<file path="src/hw/cdbs_defs.svh">
`ifndef CDBS_DEFS_SVH
`define CDBS_DEFS_SVH

// ****************************************************************
// register offsets (byte addresses on the plain register port)
// ****************************************************************
`define CDBS_OFF_PRESENT 8'h00
`define CDBS_OFF_INT_STAT 8'h04
`define CDBS_OFF_INT_CLR 8'h08
`define CDBS_OFF_INT_EN 8'h0c
`define CDBS_OFF_GAP_CTRL 8'h10

// ****************************************************************
// present state field positions
// ****************************************************************
`define CDBS_PS_RD_ACTIVE 9
`define CDBS_PS_WR_SPACE 10
`define CDBS_PS_RD_AVAIL 11
`define CDBS_PS_INSERTED 16
`define CDBS_PS_STABLE 17
`define CDBS_PS_PIN_LVL 18

// gap control: write 1 to resume a paused read
`define CDBS_GAP_RESUME 0

// ****************************************************************
// interrupt status / clear / enable layout
// ****************************************************************
`define CDBS_INT_W 5
`define CDBS_INT_INSERT 0
`define CDBS_INT_REMOVE 1
`define CDBS_INT_RD_READY 2
`define CDBS_INT_WR_READY 3
`define CDBS_INT_XFER_DONE 4

// ****************************************************************
// counters and default counts
// ****************************************************************
`define CDBS_CNT_W 16
`define CDBS_CNT_ONE 16'h0001
`define CDBS_DEF_BLK_WORDS 16'h0080
`define CDBS_DEF_DB_TICKS 16'h0010

`endif

</file>
<file path="src/hw/cdbs_pkg.sv">
package cdbs_pkg;
`include "cdbs_defs.svh"

    // ************************************************************
    // card detect states
    // ************************************************************
    typedef enum logic [1:0] {
        CDBS_RESET = 2'b00,
        CDBS_DEBOUNCING = 2'b01,
        CDBS_INSERTED = 2'b10,
        CDBS_NO_CARD = 2'b11
    } cdbs_det_state_t;

    // state of the debounce machine
    typedef struct packed {
        cdbs_det_state_t state;
        logic [`CDBS_CNT_W-1:0] cnt;
        logic pin_q;
        logic present;
    } cdbs_det_t;

    // state of the status register bank
    typedef struct packed {
        logic rd_avail;
        logic [`CDBS_CNT_W-1:0] rd_cnt;
        logic wr_space;
        logic [`CDBS_CNT_W-1:0] wr_cnt;
        logic wr_locked;
        logic rd_active;
        logic [`CDBS_INT_W-1:0] ist;
        logic [`CDBS_INT_W-1:0] ien;
        logic ins_q;
        logic resume;
        logic irq;
        logic [31:0] rdata;
    } cdbs_bank_t;

endpackage

</file>
<file path="src/hw/cdbs_debounce.sv">
`timescale 1ns/10ps
`include "cdbs_defs.svh"

module cdbs_debounce
    import cdbs_pkg::*;
#(
    parameter logic [`CDBS_CNT_W-1:0] DB_TICKS = `CDBS_DEF_DB_TICKS
) (
    input wire logic core_clk,
    input wire logic resetn,
    input wire logic dbclk_valid,
    input wire logic db_tick,
    input wire logic card_detect_pin_n,
    output logic card_present,
    output logic card_stable
);

    cdbs_det_t st_r; // registered state
    cdbs_det_t st_nxt; // next state
    logic changed; // pin differs from last sample

    // ************************************************************
    // next state
    // ************************************************************
    always_comb begin
        st_nxt = st_r;
        changed = card_detect_pin_n != st_r.pin_q;
        st_nxt.pin_q = card_detect_pin_n;
        case (st_r.state)
            CDBS_RESET: begin
                // wait for the debounce clock to run
                if (dbclk_valid) begin
                    st_nxt.state = CDBS_DEBOUNCING;
                    st_nxt.cnt = '0;
                end
            end
            CDBS_DEBOUNCING: begin
                // any edge restarts the stable period
                if (changed) begin
                    st_nxt.cnt = '0;
                end else if (db_tick) begin
                    if (st_r.cnt == DB_TICKS - `CDBS_CNT_ONE) begin
                        st_nxt.cnt = '0;
                        // low pin means a card sits in the socket
                        st_nxt.state = card_detect_pin_n ? CDBS_NO_CARD
                                                         : CDBS_INSERTED;
                    end else begin
                        st_nxt.cnt = st_r.cnt + `CDBS_CNT_ONE;
                    end
                end
            end
            CDBS_INSERTED: begin
                // removal is reported at once, no settling
                if (card_detect_pin_n) begin
                    st_nxt.state = CDBS_DEBOUNCING;
                    st_nxt.cnt = '0;
                end
            end
            CDBS_NO_CARD: begin
                // an edge means something moved in the socket
                if (changed) begin
                    st_nxt.state = CDBS_DEBOUNCING;
                    st_nxt.cnt = '0;
                end
            end
            default: begin
                st_nxt.state = CDBS_RESET;
            end
        endcase
        // present only in the inserted state
        st_nxt.present = st_nxt.state == CDBS_INSERTED;
    end

    // ************************************************************
    // state register
    // ************************************************************
    always_ff @(posedge core_clk) begin
        if (!resetn) begin
            st_r <= '0;
        end else begin
            st_r <= st_nxt;
        end
    end

    assign card_present = st_r.present;
    assign card_stable = st_r.state[1];
endmodule

</file>
<file path="src/hw/cdbs_top.sv">
// Chosen here: the placing of the registers and the address-and-strobe port.
`timescale 1ns/10ps
`include "cdbs_defs.svh"

// Behaviour
// - leave reset once debounce clock valid
// - stable pin for period settles state
// - removal while inserted returns to debouncing
// - bit 11 shows readable block data
// - read data rise raises read-ready event
// - read data falls after block read
// - bit 10 shows write space available
// - write space rise raises write-ready event
// - write space falls after block written
// - no write space after final block
// - read command end sets read active
// - status bits 9-11 are read only
// - resume after gap sets read active
// - descriptor mode ends read by table
// - presence edges raise insert/remove events
module cdbs_top
    import cdbs_pkg::*;
#(
    parameter logic [`CDBS_CNT_W-1:0] DB_TICKS = `CDBS_DEF_DB_TICKS,
    parameter logic [`CDBS_CNT_W-1:0] BLK_WORDS = `CDBS_DEF_BLK_WORDS
) (
    input wire logic core_clk,
    input wire logic resetn,
    // register port
    input wire logic [7:0] addr,
    input wire logic [31:0] wdata,
    input wire logic wr_en,
    input wire logic rd_en,
    output logic [31:0] rdata,
    output logic irq,
    // card socket and debounce timing
    input wire logic card_detect_pin_n,
    input wire logic dbclk_valid,
    input wire logic db_tick,
    output logic card_present,
    // transfer engine side
    input wire logic xfer_start,
    input wire logic rd_cmd_end,
    input wire logic rd_block_ready,
    input wire logic buf_rd_pop,
    input wire logic rd_xfer_done,
    input wire logic descriptor_dma_mode,
    input wire logic desc_end,
    input wire logic wr_space_ready,
    input wire logic buf_wr_push,
    input wire logic wr_last_block,
    output logic gap_resume
);

    cdbs_bank_t st_r; // registered bank state
    cdbs_bank_t st_nxt; // next bank state
    logic card_stable; // detect machine settled
    logic [`CDBS_INT_W-1:0] ev; // events of this cycle
    logic [`CDBS_INT_W-1:0] clr; // software clear mask
    logic rd_last; // final word of a read block
    logic wr_last; // final word of a write block
    logic res_wr; // software resume strobe
    logic rd_end; // read transfer finishes

    // ************************************************************
    // card detect debounce
    // ************************************************************
    cdbs_debounce #(
        .DB_TICKS(DB_TICKS)
    ) u_debounce (
        .core_clk(core_clk),
        .resetn(resetn),
        .dbclk_valid(dbclk_valid),
        .db_tick(db_tick),
        .card_detect_pin_n(card_detect_pin_n),
        .card_present(card_present),
        .card_stable(card_stable)
    );

    // ************************************************************
    // read multiplexer
    // ************************************************************
    // bits not listed stay zero, reserved 12-15 among them
    function automatic logic [31:0] rd_mux(
        input logic [7:0] a,
        input cdbs_bank_t s,
        input logic present,
        input logic stable,
        input logic pin_n
    );
        logic [31:0] v;
        v = '0;
        case (a)
            `CDBS_OFF_PRESENT: begin
                v[`CDBS_PS_RD_ACTIVE] = s.rd_active;
                v[`CDBS_PS_WR_SPACE] = s.wr_space;
                v[`CDBS_PS_RD_AVAIL] = s.rd_avail;
                v[`CDBS_PS_INSERTED] = present;
                v[`CDBS_PS_STABLE] = stable;
                // raw pin, not debounced, for testing only
                v[`CDBS_PS_PIN_LVL] = !pin_n;
            end
            `CDBS_OFF_INT_STAT: begin
                v[`CDBS_INT_W-1:0] = s.ist;
            end
            `CDBS_OFF_INT_EN: begin
                v[`CDBS_INT_W-1:0] = s.ien;
            end
            default: begin
                // clear, gap control and unmapped read zero
                v = '0;
            end
        endcase
        return v;
    endfunction

    // ************************************************************
    // next state of the bank
    // ************************************************************
    always_comb begin
        st_nxt = st_r;
        ev = '0;
        clr = '0;
        st_nxt.rdata = '0;
        st_nxt.resume = 1'b0;
        rd_last = st_r.rd_cnt == BLK_WORDS - `CDBS_CNT_ONE;
        wr_last = st_r.wr_cnt == BLK_WORDS - `CDBS_CNT_ONE;
        res_wr = wr_en && addr == `CDBS_OFF_GAP_CTRL &&
                 wdata[`CDBS_GAP_RESUME];
        // end of read: table end in descriptor mode, else count
        rd_end = descriptor_dma_mode ? desc_end : rd_xfer_done;

        // presence edges
        st_nxt.ins_q = card_present;
        ev[`CDBS_INT_INSERT] = card_present && !st_r.ins_q;
        ev[`CDBS_INT_REMOVE] = !card_present && st_r.ins_q;

        // read buffer: one block held at a time; a ready pulse
        // while a block is still unread is not queued
        if (st_r.rd_avail) begin
            if (buf_rd_pop) begin
                if (rd_last) begin
                    st_nxt.rd_avail = 1'b0;
                    st_nxt.rd_cnt = '0;
                end else begin
                    st_nxt.rd_cnt = st_r.rd_cnt + `CDBS_CNT_ONE;
                end
            end
        end else if (rd_block_ready) begin
            st_nxt.rd_avail = 1'b1;
            st_nxt.rd_cnt = '0;
            ev[`CDBS_INT_RD_READY] = 1'b1;
        end

        // a new transfer releases the final-block lock
        if (xfer_start) begin
            st_nxt.wr_locked = 1'b0;
        end

        // write buffer space
        if (st_r.wr_space) begin
            if (buf_wr_push) begin
                if (wr_last) begin
                    st_nxt.wr_space = 1'b0;
                    st_nxt.wr_cnt = '0;
                    // final block written: stay closed
                    if (wr_last_block) begin
                        st_nxt.wr_locked = 1'b1;
                    end
                end else begin
                    st_nxt.wr_cnt = st_r.wr_cnt + `CDBS_CNT_ONE;
                end
            end
        end else if (wr_space_ready && !st_r.wr_locked) begin
            st_nxt.wr_space = 1'b1;
            st_nxt.wr_cnt = '0;
            ev[`CDBS_INT_WR_READY] = 1'b1;
        end

        // read transfer active: a set beats an end in one cycle
        if (rd_cmd_end) begin
            st_nxt.rd_active = 1'b1;
        end else if (res_wr) begin
            st_nxt.rd_active = 1'b1;
        end else if (rd_end && st_r.rd_active) begin
            st_nxt.rd_active = 1'b0;
            ev[`CDBS_INT_XFER_DONE] = 1'b1;
        end

        // register writes; status bits take no software write
        if (wr_en) begin
            case (addr)
                `CDBS_OFF_INT_CLR: begin
                    clr = wdata[`CDBS_INT_W-1:0];
                end
                `CDBS_OFF_INT_EN: begin
                    st_nxt.ien = wdata[`CDBS_INT_W-1:0];
                end
                `CDBS_OFF_GAP_CTRL: begin
                    st_nxt.resume = wdata[`CDBS_GAP_RESUME];
                end
                default: begin
                    // present state and unmapped: ignored
                    clr = '0;
                end
            endcase
        end

        // sticky status, a new event wins over its clear
        st_nxt.ist = (st_r.ist & ~clr) | ev;
        st_nxt.irq = |(st_nxt.ist & st_nxt.ien);

        // read data stand in the cycle after the strobe only
        if (rd_en) begin
            st_nxt.rdata = rd_mux(addr, st_r, card_present,
                                  card_stable, card_detect_pin_n);
        end
    end

    // ************************************************************
    // bank register
    // ************************************************************
    always_ff @(posedge core_clk) begin
        if (!resetn) begin
            st_r <= '0;
        end else begin
            st_r <= st_nxt;
        end
    end

    assign rdata = st_r.rdata;
    assign irq = st_r.irq;
    assign gap_resume = st_r.resume;
endmodule

</file>
<file path="config.mk">
export PLATFORM = sky130hd
export DESIGN_NAME = cdbs_top
export DESIGN_NICKNAME = d
export VERILOG_FILES = /design/src/hw/cdbs_pkg.sv /design/src/hw/cdbs_debounce.sv /design/src/hw/cdbs_top.sv
export VERILOG_INCLUDE_DIRS = /design/src /design/src/hw
export SDC_FILE = /design/constraint.sdc
export NUM_CORES = 1
export LEC_CHECK = 0
export ABC_CLOCK_PERIOD_IN_PS = 2050
export BUFFER_PORTS_ARGS = -buffer_cell sky130_fd_sc_hd__clkbuf_2
export CORE_ASPECT_RATIO = 0.8
export CORE_MARGIN = 4
export CORE_UTILIZATION = 49
export CTS_CLUSTER_DIAMETER = 60
export CTS_CLUSTER_SIZE = 12
export DETAILED_ROUTE_END_ITERATION = 10
export GPL_TIMING_DRIVEN = 0
export PLACE_DENSITY = 0.81
export SYNTH_ARGS = -nofsm -noshare
export SYNTH_HDL_FRONTEND = slang
export SYNTH_SLANG_ARGS = --single-unit
</file>
<file path="constraint.sdc">
create_clock -name core_clk -period 2.05 [get_ports core_clk]
set_input_delay 0.41 -clock core_clk [delete_from_list [all_inputs] [get_ports core_clk]]
set_output_delay 0.41 -clock core_clk [all_outputs]
set_load 0.02 [all_outputs]
</file>
==> flow_summary.yaml <==
timing:
  layout_min_cycle_time_ns: 1.96
  whs_ns: 0.328
  fmax_mhz: 510
  rsz0062_at_grt: "false"
  slew_headroom: 0.575
  finalMaxSlewViolations: 0
  hold_viol: 0
  final.setup_skew_ns: 0.0164
  finalSetupViolCount: 0
  fin_crit_sh: 0.956
  worst_pin_slew_ns: 0.635
cts:
  cts_root_buffer: "clkbuf_8"
  path_clk_slew_ns: 0.09
  tritoncts: "built"
  clkLatencyLatePin_ns: 0.35
  clockBufferDepth: 2
  cts-hold-fix-buffers: 0
  numCtsBuffers: 9
  h-tree-depth: 3
  cts.sinks: 80
place:
  dp_hpwl_um: 6690
  dpl-instance-area_um2: 4480
  place.gp.congestion: 0.908
  port_buffers: 41
route:
  vias: 3635
  firstDrtPassIters: 4
  routed_via_density: 5.56
  wl_per_cell_um: 14.2
  drt_iter0_markers: 262
  drt_wl_total_um: 9300
  drc_errors: 0
  ant_nets: 0
worst_hold_path:
  whs_path_depth: 2
  min_from: "card_detect_pin_n"
  hold_class: "in2reg"
  holdPathEnd: "u_debounce.card_present"
final_layout:
  regArea_um2: 1600
  multiInputGateArea_um2: 2240
  fin_util: 0.594
  final_common_cell: "dfxtp_1"
  drive_above_1_share: 0.218
  fill_cells: 674
  fin_nets: 601
  final_cell_mix: "dfxtp_1 (79), nor2_1 (52), clkbuf_2 (41)"
  stdcell_area_um2: 4760
  area_growth_pct: 17.0
  n_antenna_cell: 0
grt:
  antenna_found_initial: 0
  grt_use_total: 0.196
  grt_max_degree: 16
  grt_pass1_vias: 3387
  grt_pass1_wl_um: 15300
  grt_overflow: 0
pwr:
  peakVddDrop_mv: 0.346
  leakage_uw: 0.00194
  finalPower_uw: 3060
  power.density_nw_per_um2: 643
worst_setup_path:
  ff2ff_path_depth: 6
  cp_max_fo: 9
  crit_buf_inv: 1
  worst-r2r-setup-slack_ns: 0.09
  startpoint_type: "flip-flop"
  crit_slowest_cell: "or4_4"
  crit_required_ns: 2.26
  critical-path-max-stage-delay_ns: 0.55
  critPathCaptureType: "flip-flop"
  crit-reg2reg-launch: "st_r[79]"
  crit_chain: "or4_4, nor4_4, a31oi_4, buf_12, a41oi_1, a311oi_1"
  r2r-end: "st_r[67]"
  path_delay_family: "simple AND/OR/NAND/NOR gates"
  cp.arrival_ns: 2.17
  worstSetupPathType: "reg2reg"
outcome:
  run_status: "completed"
job:
  drv_cap: 0
logic_synthesis:
  avgSynthCellArea_um2: 8.69
  synth_flop_cell: "dfxtp_1"
  synth-edff-count: 0
  ys_types: 62
  yosys.area.top_type: "dfxtp_1"
  synthCells: 468
  synth.top_cell.area_share: 0.394
  yosysWarnings: 0
  ys_ff_latch: 80
  syn_area_um2: 4070
  ys_seq_area_frac: 0.394
  ys_top_cells_by_area: "dfxtp_1 (39%), buf_4 (5.9%), nor2_1 (4.9%), xor2_1 (3.7%), nand2_1 (3.1%)"
  postSynth.asyncResetShare: 0
floorplan:
  ios: 92
  fp.dieW_um: 110
  start_util: 0.507
  fp.dieH_um: 89.5
  dieArea_um2: 9830
  row_count: 29
  coreArea_um2: 8020
## cell families after synthesis
group / share of synthesized area
fa+ha+maj: 0.00923
mux: 0.0323
simple gates: 0.267
other cells: 0.000922
buf+inv: 0.0861
compound gates: 0.167
flops: 0.394
xor+xnor: 0.0431
## registers in the layout, indices dropped and copies added (netlist names)
register and cells:
gap_resume 1, irq 1, rdata 11, st_r 47, u_debounce.card_present 1, u_debounce.card_stable 1
u_debounce.st_r 18
## synth_stat cells, drive strengths merged, types with 7 or more instances
master / instances
clkbuf: 12
and3: 11
o21ai: 16
nand2: 34
xor2: 17
mux2i: 12
a311oi: 7
nand2b: 7
nor2: 53
nand4: 10
and4: 9
buf: 37
and2: 12
dfxtp: 80
a21oi: 25
inv: 9
nor4: 9
nor3: 8
nand3: 17
## through the flow
step	cells	setup slack (ns)	TNS [ns]
after CTS	653	0.00682	0
after floorplan	488	0.160	0
final	654	0.0900	0
after global placement	637	-0.111	-0.183
after detailed placement	637	-0.168	-0.969
after global routing	654	0.00201	0
## power by group
group / switching, uW / total (uW) / internal, uW
clock network: 617 / 1200 / 578
registers: 14.0 / 1580 / 1570
logic: 178 / 285 / 107
total: 810 / 3060 / 2250
## how the worst max path moves through the flow
stage / start / cells past startpoint / end / slack [ns]
finish: st_r[79] / 6 / st_r[67] / 0.09
global route: st_r[79] / 6 / st_r[67] / 0.002
CTS: st_r[64] / 8 / st_r[65] / 0.007
detailed placement: addr[1] / 6 / irq / -0.17
global placement: addr[1] / 6 / irq / -0.11
floorplan: st_r[64] / 7 / st_r[78] / 0.16
## routing by layer
metal | track usage | up-vias | share of wire
met5 | 0 | - | 0
met4 | 0.0668 | 0 | 0.011
met1 | 0.250 | 1715 | 0.44
met3 | 0.0462 | 11 | 0.054
li1 | - | 1803 | -
met2 | 0.328 | 106 | 0.49
## cell type report
cell class | count | share of cell area
clock buffers | 9 | 0.0260
flip-flops and latches | 80 | 0.337
plain buffers | 48 | 0.0657
multi-input cells | 350 | 0.471
repair buffers | 43 | 0.0489
inverters | 9 | 0.00710
clock inverters | 7 | 0.0163
well taps | 108 | 0.0284
## what timing repair did
action                     CTS  global route
setup endpoints to repair    2            16
pin swaps                    1             2
resized for setup            3             8
buffers inserted             0             2
No activity file was read; power rests on OpenSTA's default activity.
